### config.mk
export PLATFORM = sky130hd
export DESIGN_NAME = dbs_top
export DESIGN_NICKNAME = d
export VERILOG_FILES = /design/src/dbs_pkg.sv /design/src/dbs_top.sv
export SDC_FILE = /design/constraint.sdc
export NUM_CORES = 1
export LEC_CHECK = 0
export CORE_AREA = 5 5 166 168
export DETAILED_ROUTE_END_ITERATION = 16
export DIE_AREA = 0 0 171 173
export DONT_BUFFER_PORTS = 1
export SYNTH_ARGS = -nofsm -noshare
export SYNTH_HDL_FRONTEND = slang
export SYNTH_SLANG_ARGS = --single-unit
### constraint.sdc
create_clock -name sys_clk -period 4.45 [get_ports sys_clk]
set_input_delay 0.2225 -clock sys_clk [delete_from_list [all_inputs] [get_ports sys_clk]]
set_output_delay 0.2225 -clock sys_clk [all_outputs]
set_load 0.005 [all_outputs]
### src/dbs_pkg.sv
package dbs_pkg;

  // Register indices; the byte address on the bus is four times the index.
  localparam logic [7:0] DBS_IDX_CTRL1    = 8'h20;
  localparam logic [7:0] DBS_IDX_STATUS   = 8'h21;
  localparam logic [7:0] DBS_IDX_AUX      = 8'h27;
  localparam logic [7:0] DBS_IDX_WIN_LO   = 8'h28;
  localparam logic [7:0] DBS_IDX_WIN_HI   = 8'h2f;
  localparam logic [7:0] DBS_IDX_IRQ_STAT = 8'h30;
  localparam logic [7:0] DBS_IDX_IRQ_CLR  = 8'h31;
  localparam logic [7:0] DBS_IDX_IRQ_EN   = 8'h32;
  localparam int         DBS_IDX_LSB      = 2;

  // Field positions in debug control one and debug status.
  localparam int DBS_CTRL_ARM_BIT  = 7;
  localparam int DBS_CTRL_BRK_BIT  = 3;
  localparam int DBS_CTRL_VIEW_LSB = 0;
  localparam int DBS_STAT_FULL_BIT = 7;

  // Interrupt status bit positions.
  localparam int DBS_IRQ_BRK_BIT  = 0;
  localparam int DBS_IRQ_FULL_BIT = 1;
  localparam int DBS_IRQ_TRIG_BIT = 2;

  // Values after reset and forced values.
  localparam logic [7:0] DBS_CTRL1_RST   = 8'h00;
  localparam logic [2:0] DBS_IRQ_RST     = 3'h0;
  localparam logic [2:0] DBS_SSF_IDLE    = 3'h0;
  localparam logic [2:0] DBS_SSF_ARMED   = 3'h1;
  localparam logic [6:0] DBS_TRACE_LINES = 7'h40;
  localparam logic [6:0] DBS_COUNT_RST   = 7'h00;

  // Step reports from the rest of the state sequencer.
  typedef struct packed {
    logic       step;
    logic [2:0] state;
    logic       final_reached;
    logic       trig_end;
  } dbs_seq_t;

  // Events from the trace storage.
  typedef struct packed {
    logic line_stored;
    logic enabled;
    logic done;
  } dbs_trace_t;

  // Write passed on to the comparator window or the auxiliary register.
  typedef struct packed {
    logic       valid;
    logic       aux;
    logic [1:0] bank;
    logic [2:0] byte_sel;
    logic [7:0] data;
  } dbs_win_wr_t;

  typedef enum logic [1:0] {
    DBS_BUS_IDLE,
    DBS_BUS_WRITE,
    DBS_BUS_READ_WAIT,
    DBS_BUS_READ_DONE
  } dbs_bus_state_t;

endpackage

### src/dbs_top.sv
// The AHB-Lite interface to the registers is this design's own decision.
`timescale 1ns/100ps

// Summary of operation
// - Breakpoint on final state when enabled.
// - With tracing, breakpoint waits for trace end.
// - View select picks the comparator window bank.
// - View select picks register at auxiliary slot.
// - Trace full after 64 lines since arming.
// - Trace full makes all 64 lines valid.
// - Writing arm one clears trace full.
// - Only power-on or arming clears trace full.
// - State flags follow sequencer transitions while armed.
// - Software disarm keeps last state flags.
// - Internal trigger end clears state flags.
// - Arming forces state flags to one.
module dbs_top (
  input  wire logic                 sys_clk,
  input  wire logic                 reset,
  input  wire logic                 por,
  input  wire logic                 hsel,
  input  wire logic [31:0]          haddr,
  input  wire logic [1:0]           htrans,
  input  wire logic                 hwrite,
  input  wire logic [2:0]           hsize,
  input  wire logic [31:0]          hwdata,
  input  wire logic                 hready,
  output logic      [31:0]          hrdata,
  output logic                      hreadyout,
  output logic                      hresp,
  input  wire dbs_pkg::dbs_seq_t    seq_in,
  input  wire dbs_pkg::dbs_trace_t  trace_in,
  input  wire logic [3:0][63:0]     comp_bank,
  input  wire logic [3:0][7:0]      aux_reg,
  output dbs_pkg::dbs_win_wr_t      win_wr,
  output logic                      brk_req,
  output logic      [6:0]           trace_valid_lines,
  output logic                      session_armed,
  output logic                      irq
);
  import dbs_pkg::*;

  dbs_bus_state_t bus_state;
  dbs_bus_state_t next_bus_state;
  logic [7:0]     addr_idx;
  logic [7:0]     ctrl1;
  logic           trace_full_flag;
  logic [2:0]     sequencer_state_flags;
  logic [6:0]     trace_line_count;
  logic           brk_pending;
  logic [2:0]     irq_status;
  logic [2:0]     irq_enable;
  logic           accept;
  logic           wr_stb;
  logic [7:0]     wr_data;
  logic           arm_write;
  logic           disarm_write;
  logic           brk_fire;
  logic           full_set;
  logic [7:0]     rd_byte;
  logic [1:0]     comparator_view_select;
  logic           breakpoint_enable;

  // True when a register index falls inside the comparator window.
  function automatic logic in_window(input logic [7:0] idx);
    return (idx >= DBS_IDX_WIN_LO) && (idx <= DBS_IDX_WIN_HI);
  endfunction

  assign comparator_view_select = ctrl1[DBS_CTRL_VIEW_LSB +: 2];
  assign breakpoint_enable      = ctrl1[DBS_CTRL_BRK_BIT];
  assign session_armed          = ctrl1[DBS_CTRL_ARM_BIT];

  // Bus handshake: reads take one wait state so read data comes from a flop.
  assign accept    = hsel && htrans[1] && hready;
  assign hreadyout = (bus_state != DBS_BUS_READ_WAIT);
  assign hresp     = 1'b0;
  assign wr_stb    = (bus_state == DBS_BUS_WRITE);
  assign wr_data   = hwdata[7:0];

  // Software arm and disarm decoded from a control write.
  assign arm_write    = wr_stb && (addr_idx == DBS_IDX_CTRL1) && wr_data[DBS_CTRL_ARM_BIT];
  assign disarm_write = wr_stb && (addr_idx == DBS_IDX_CTRL1) && !wr_data[DBS_CTRL_ARM_BIT];

  // Next bus state after each edge.
  always_comb begin
    next_bus_state = DBS_BUS_IDLE;
    case (bus_state)
      DBS_BUS_READ_WAIT: begin
        next_bus_state = DBS_BUS_READ_DONE;
      end
      DBS_BUS_IDLE, DBS_BUS_WRITE, DBS_BUS_READ_DONE: begin
        if (accept) begin
          next_bus_state = hwrite ? DBS_BUS_WRITE : DBS_BUS_READ_WAIT;
        end
      end
      default: begin
        next_bus_state = DBS_BUS_IDLE;
      end
    endcase
  end

  // Bus state and latched address of the accepted transfer.
  always_ff @(posedge sys_clk) begin
    if (reset) begin
      bus_state <= DBS_BUS_IDLE;
      addr_idx  <= 8'h00;
    end else begin
      bus_state <= next_bus_state;
      if (accept) begin
        addr_idx <= haddr[DBS_IDX_LSB +: 8];
      end
    end
  end

  // Read multiplexer; the window and auxiliary slot follow the view select.
  always_comb begin
    rd_byte = 8'h00;
    if (addr_idx == DBS_IDX_CTRL1) begin
      rd_byte = ctrl1;
    end else if (addr_idx == DBS_IDX_STATUS) begin
      rd_byte = {trace_full_flag, 4'h0, sequencer_state_flags};
    end else if (addr_idx == DBS_IDX_AUX) begin
      rd_byte = aux_reg[comparator_view_select];
    end else if (in_window(addr_idx)) begin
      rd_byte = comp_bank[comparator_view_select][addr_idx[2:0]*8 +: 8];
    end else if (addr_idx == DBS_IDX_IRQ_STAT) begin
      rd_byte = {5'h00, irq_status};
    end else if (addr_idx == DBS_IDX_IRQ_EN) begin
      rd_byte = {5'h00, irq_enable};
    end
  end

  // Read data is captured in the wait cycle and held until the next read.
  always_ff @(posedge sys_clk) begin
    if (reset) begin
      hrdata <= 32'h0000_0000;
    end else if (bus_state == DBS_BUS_READ_WAIT) begin
      hrdata <= {24'h00_0000, rd_byte};
    end
  end

  // Writes into the comparator window or auxiliary slot go to their owners.
  always_ff @(posedge sys_clk) begin
    if (reset) begin
      win_wr <= '0;
    end else begin
      win_wr.valid    <= wr_stb && ((addr_idx == DBS_IDX_AUX) || in_window(addr_idx));
      win_wr.aux      <= (addr_idx == DBS_IDX_AUX);
      win_wr.bank     <= comparator_view_select;
      win_wr.byte_sel <= addr_idx[2:0];
      win_wr.data     <= wr_data;
    end
  end

  // Control one; an internal trigger end drops the arm bit.
  always_ff @(posedge sys_clk) begin
    if (reset) begin
      ctrl1 <= DBS_CTRL1_RST;
    end else if (wr_stb && addr_idx == DBS_IDX_CTRL1) begin
      ctrl1 <= wr_data;
    end else if (seq_in.trig_end && session_armed) begin
      ctrl1[DBS_CTRL_ARM_BIT] <= 1'b0;
    end
  end

  // Sequencer state flags follow the session.
  always_ff @(posedge sys_clk) begin
    if (reset) begin
      sequencer_state_flags <= DBS_SSF_IDLE;
    end else if (arm_write) begin
      sequencer_state_flags <= DBS_SSF_ARMED;
    end else if (disarm_write) begin
      sequencer_state_flags <= sequencer_state_flags;
    end else if (session_armed && seq_in.trig_end) begin
      sequencer_state_flags <= DBS_SSF_IDLE;
    end else if (session_armed && seq_in.step) begin
      sequencer_state_flags <= seq_in.state;
    end
  end

  // Lines stored since arming, saturating at the buffer depth.
  always_ff @(posedge sys_clk) begin
    if (reset) begin
      trace_line_count <= DBS_COUNT_RST;
    end else if (arm_write) begin
      trace_line_count <= DBS_COUNT_RST;
    end else if (trace_in.line_stored && trace_line_count != DBS_TRACE_LINES) begin
      trace_line_count <= trace_line_count + 7'h01;
    end
  end

  assign full_set = trace_in.line_stored && (trace_line_count == DBS_TRACE_LINES - 7'h01);

  // Trace full survives the system reset; only power-on or arming clears it.
  always_ff @(posedge sys_clk) begin
    if (por) begin
      trace_full_flag <= 1'b0;
    end else if (arm_write) begin
      trace_full_flag <= 1'b0;
    end else if (full_set) begin
      trace_full_flag <= 1'b1;
    end
  end

  // Count of valid trace lines shown to the reader.
  always_ff @(posedge sys_clk) begin
    if (reset) begin
      trace_valid_lines <= DBS_COUNT_RST;
    end else begin
      trace_valid_lines <= trace_full_flag ? DBS_TRACE_LINES : trace_line_count;
    end
  end

  // Breakpoint request; with tracing it waits for the trace session to end.
  assign brk_fire = session_armed && breakpoint_enable &&
                    ((seq_in.final_reached && !trace_in.enabled) || (brk_pending && trace_in.done));

  always_ff @(posedge sys_clk) begin
    if (reset) begin
      brk_pending <= 1'b0;
      brk_req     <= 1'b0;
    end else begin
      brk_req <= brk_fire;
      if (arm_write || disarm_write || brk_fire) begin
        brk_pending <= 1'b0;
      end else if (session_armed && breakpoint_enable && seq_in.final_reached && trace_in.enabled) begin
        brk_pending <= 1'b1;
      end
    end
  end

  // Interrupt status: sticky, set wins over a clear in the same cycle.
  always_ff @(posedge sys_clk) begin
    if (reset) begin
      irq_status <= DBS_IRQ_RST;
      irq_enable <= DBS_IRQ_RST;
    end else begin
      if (wr_stb && addr_idx == DBS_IDX_IRQ_EN) begin
        irq_enable <= wr_data[2:0];
      end
      irq_status <= (irq_status & ~((wr_stb && addr_idx == DBS_IDX_IRQ_CLR) ? wr_data[2:0] : 3'h0))
                    | {session_armed && seq_in.trig_end, full_set && !trace_full_flag, brk_fire};
    end
  end

  // Level interrupt while any enabled status bit stands.
  always_ff @(posedge sys_clk) begin
    if (reset) begin
      irq <= 1'b0;
    end else begin
      irq <= |(irq_status & irq_enable);
    end
  end

endmodule

=== Word level (Yosys, flattened, before mapping) ===
Index checks and enable logic that the tools add are counted.
Widths: inputs -> output; s select.

* $add $sub $neg: 1
* Multiply operators: 0
* Divide/modulo/power cells: 0
* Order comparisons: 3
* Equal/unequal tests: 13
* Shift operators: 1
* Muxes and demuxes: 21
* Bitwise operators: 5
* Reduce and logical (&&, ||, !) cells: 39

{| class="wikitable"
|+ Operators with widths
! operator !! count
|-
| $bmux 64 s2 || 1
|-
| $mux 64 || 1
|-
| $shiftx 64x7->8 || 1
|-
| $eq 8x6->1 const B || 6
|-
| $mux 8 || 5
|-
| $logic_and 1x1->1 || 20
|-
| $bmux 8 s2 || 1
|-
| $mux 3 || 5
|-
| $ge 8x6->1 const B || 1
|-
| $le 8x6->1 const B || 1
|-
| $reduce_or 2->1 || 4
|-
| $add 7x1->7 const B || 1
|-
| $eq 7x6->1 const B || 1
|-
| $mux 7 || 1
|-
| $ne 7x7->1 const B || 1
|-
| $and 3x3->3 || 2
|-
| $reduce_or 3->1 || 2
|-
| $eq 2x2->1 const B || 2
|-
| $logic_or 1x1->1 || 4
|-
| $mux 1 || 4
|-
| $mux 2 || 2
|-
| $ne 2x2->1 const B || 2
|-
| $pmux 2 s2 || 1
|-
| $reduce_and 2->1 || 2
|-
| 9 further kinds || 12
|}

* Register bits: 68
* Bits in latches: 0
* RAM bits: 0
* Bits in read-only memories: 0
* Input port bits: 372
* Output and inout port bits: 59
* Logic and storage cells: 104
* Memories: 0

=== Depth between registers and ports, before layout ===
* Depth in word-level cells: 7
* Depth in mapped cells: 8
* Depth with buffers taken out: 7

=== Worst setup path after synthesis ===
Ideal clock, no wire load.

* Kind: register to register
* Start: register ctrl1[0]
* End: register hrdata[2]
* Library setup time: 0.125 ns
* Arrival time: 1.676 ns
* Required time: 4.325 ns
* Slack: 2.649 ns
* Stages on the path, launching flop included: 7
* Buffers on the path: 2
* Clock period less this slack: 1.801 ns
* Cell sequence: dfxtp_1 buf_6 buf_6 mux4_2 a32o_1 a211oi_1 a21oi_1

* Longest elaborated chain between the ends: 7
* Elaborated cells on any way between the ends: 9
* Those cells by class: shift (1); mux (8)

{| class="wikitable"
|+ RTL lines
! item !! line !! text
|-
| start: declaration || dbs_top.sv:46 || <nowiki>logic [7:0] ctrl1;</nowiki>
|-
| start signal: assignment || dbs_top.sv:160 || <nowiki>ctrl1 <= wr_data;</nowiki>
|-
| $bmux 64 s2 || dbs_top.sv:125 || <nowiki>rd_byte = comp_bank[comparator_view_select][addr_idx[2:0]*8 +: 8];</nowiki>
|-
| $mux 64 (not written as such) || dbs_top.sv:125 ||
|-
| $shiftx 64x7->8 || dbs_top.sv:125 ||
|-
| $mux 8 || dbs_top.sv:124 || <nowiki>end else if (in_window(addr_idx)) begin</nowiki>
|-
| $mux 8 (*) || dbs_top.sv:122 || <nowiki>end else if (addr_idx == DBS_IDX_AUX) begin</nowiki>
|-
| $mux 8 (*) || dbs_top.sv:120 || <nowiki>end else if (addr_idx == DBS_IDX_STATUS) begin</nowiki>
|-
| $mux 8 (*) || dbs_top.sv:118 || <nowiki>if (addr_idx == DBS_IDX_CTRL1) begin</nowiki>
|-
| end signal: assignment || dbs_top.sv:138 || <nowiki>hrdata <= {24'h00_0000, rd_byte};</nowiki>
|-
| end: declaration || dbs_top.sv:28 || <nowiki>output logic [31:0] hrdata,</nowiki>
|}

Every way passes the cells marked *; elsewhere a longest branch is shown, timed or not. The select of a mux whose other input is x is not followed.
A chain may end at the register's enable or synchronous reset.

=== Final worst setup path ===
Same ends and word-level chain as after synthesis.

==> insert_results.sql <==
INSERT INTO impl_metrics (metric_group, metric, value, unit) VALUES
('run_status', 'status', 'complete, no violations', ''),
('timing', 'slew_viol_final', '0', ''),
('cts', 'tritoncts.num_buffers', '9', ''),
('worst_hold_path', 'worst_hold_path.num_cells', '1', ''),
('yosys', 'synth_top_area_share', '25.8', '%'),
('yosys', 'yosys-top-cells-area', 'dfxtp_1, mux4_2, mux2i_1', ''),
('yosys', 'post_synth_instance_area', '5270', 'sq um'),
('placement', 'buffer_ports.inserted', '0', ''),
('yosys', 'ys_top_cells_by_count', 'dfxtp_1, mux2i_1, nand2_1', ''),
('routing', 'antenna_left', '0', ''),
('floorplanning', 'die_area', '29600', 'sq um'),
('worst_hold_path', 'worst_hold_path.endpoint', 'win_wr[5]', ''),
('pwr', 'p_leak', '1.80', 'nW'),
('cts', 'path_clk_slew', '60', 'ps'),
('timing', 'finalHoldViolations', '0', ''),
('yosys', 'synthCells', '552', ''),
('routing', 'highest_layer', 'met4', ''),
('timing', 'min_period_over_period', '63.2', '%'),
('yosys', 'synth.largest_area_cell', 'dfxtp_1', ''),
('yosys', 'post-synth-top-count-cell', 'dfxtp_1', ''),
('placement', 'gp_congestion', '0.814', ''),
('timing', 'period_minus_slack', '2810', 'ps'),
('timing', 'rsz0062_at_grt', 'false', ''),
('critical_path', 'worst_r2r_startpoint', 'ctrl1[0]', ''),
('final_layout', 'layout.cells.non_filler', '873', ''),
('global_routing', 'grt_first_pass_wirelength', '34.4', 'mm'),
('critical_path', 'start_kind', 'flop', ''),
('routing', 'routed-wl-met2', '12.7', 'mm'),
('yosys', 'synthesis.yosys.warnings', '0', ''),
('critical_path', 'crit_arrival', '3070', 'ps'),
('final_layout', 'area_growth_syn_to_layout', '9.91', '%'),
('cts', 'cts_post_setup_buffers_inserted', '0', ''),
('yosys', 'yosysUniqueCellTypes', '59', ''),
('floorplanning', 'io_pins', '431', ''),
('critical_path', 'worstReg2RegEnd', 'hrdata[2]', ''),
('final_layout', 'layout-drive-gt1-share', '17.3', '%'),
('cts', 'cts_buffer_depth', '2', ''),
('timing', 'post-route-worst-setup-slack', '1640', 'ps'),
('yosys', 'postSynth.topFlopCell', 'dfxtp_1', ''),
('routing', 'via_count', '4427', ''),
('floorplanning', 'die_height', '173', 'um'),
('timing', 'finClkSkew', '9.37', 'ps'),
('routing', 'viasPerCell', '5.07', ''),
('cts', 'cts_hold_buf', '3', ''),
('cts', 'cts.sink_count', '68', ''),
('floorplanning', 'floorplan.die.width', '171', 'um'),
('worst_hold_path', 'min_path_type', 'input pin to flop', ''),
('floorplanning', 'core_area', '25800', 'sq um'),
('worst_hold_path', 'min-delay-start', 'hwdata[5]', ''),
('routing', 'drt-pass1-iter-count', '4', ''),
('timing', 'finalSetupTns', '0', 'ps'),
('cts', 'clk_root_buffer_cell', 'clkbuf_16', ''),
('critical_path', 'critical_path_peak_fanout', '57', ''),
('job', 'maxCapViolCount', '0', ''),
('final_layout', 'fin_nets', '906', ''),
('cts', 'h-tree-depth', '3', ''),
('cts', 'cts_tree', 'yes', ''),
('yosys', 'synth-edff-count', '0', ''),
('routing', 'wl_per_instance', '28.4', 'um'),
('timing', 'slew_headroom', '22.4', '%'),
('timing', 'fmax', '356', 'MHz'),
('routing', 'drc', '0', ''),
('placement', 'preCtsSetupSlack', '1610', 'ps'),
('routing', 'drtIter0Drc', '284', ''),
('global_routing', 'antenna_violations_before_repair', '4', ''),
('final_layout', 'num-fill-cells', '2745', ''),
('routing', 'wl_met3', '1.80', 'mm'),
('critical_path', 'required', '4710', 'ps'),
('routing', 'routedLengthMet1', '10.1', 'mm'),
('pwr', 'vdd_ir_drop_max', '0.169', 'mV'),
('yosys', 'post_synthesis_sequential_area_ratio', '25.8', '%');
## kinds of logic after synthesis
logic type	synth area share, %
buffers and inverters	8.72
AO/OA/AOI/OAI	12.9
XOR/XNOR	0.998
other	0.0712
multiplexers	33.3
adder cells (fa/ha/maj)	0.475
flip-flops	25.8
AND/OR/NAND/NOR	17.7
## area by class of cell
type	count	area [sq um]	share of cell area, %
multi-input combinational	431	3540	61.1
sequential	68	1370	23.6
tap	335	419	7.24
clock buffer	9	225	3.89
clock inverter	7	98.8	1.71
timing repair buffer	10	92.6	1.60
inverter	12	45.0	0.778
antenna	1	2.50	0.0432
## layout by cell type, fill, tap and decap left out, drive strengths merged, types with 4 or more instances in the layout
master and instances:
buf 8, and3 8, inv 11, mux2i 56, nor3 9, dfxtp 68, and2 5, nor2 45
nor2b 16, conb 25, nand2 55, clkbuf 9, nand2b 7, mux4 52, or2 4, a211oi 5
xnor2 4, clkinv 5, o21ai 9, a21oi 40, nand3 21, a22oi 17, a31oi 4, o211ai 4
## stage by stage
step	util (%)	total power, mW	hold slack (ps)
2_1_floorplan	-	0.780	295
4_1_cts	22.5	1.60	4.75
6_report	22.5	1.57	18.6
3_3_place_gp	21.0	0.794	296
3_5_place_dp	21.0	0.795	295
5_1_grt	22.5	1.64	11.6
## layer usage
layer,up-vias,global-route usage (%)
li1,1992,-
met1,2176,20.3
met2,242,28.2
met3,17,3.17
met4,0,2.77
met5,-,0
## registers in the layout, indices dropped and copies added, names as in the netlist
| signal | flops |
|---|---|
| irq | 1 |
| brk_req | 1 |
| win_wr | 15 |
| trace_full_flag | 1 |
| brk_pending | 1 |
| bus_state | 2 |
| hrdata | 8 |
| ctrl1 | 8 |
| trace_valid_lines | 7 |
| irq_status | 3 |
| irq_enable | 3 |
| addr_idx | 8 |
| trace_line_count | 7 |
| sequencer_state_flags | 3 |
## worst max-delay path by stage
stage	from	end	slack (ps)
final	ctrl1[0]	hrdata[2]	1640
after global placement	ctrl1[0]	hrdata[5]	1660
after floorplan	ctrl1[0]	hrdata[2]	2650
after detailed placement	ctrl1[0]	hrdata[5]	1610
after global routing	ctrl1[0]	hrdata[2]	1420
after CTS	ctrl1[0]	hrdata[5]	1610
## worst max-delay path, cell delays in order, from the launching register on
cell and delay, ps:
dfxtp_4 970, mux4_2 400, mux2i_1 110, a2111oi_2 560, o21ai_0 300, a21oi_1 210
## power breakdown
part	internal, mW	switching, mW
clock	0.493	0.286
sequential	0.620	0.0120
combinational	0.0752	0.0838
total	1.19	0.382
(Power assumes the default switching activity.)
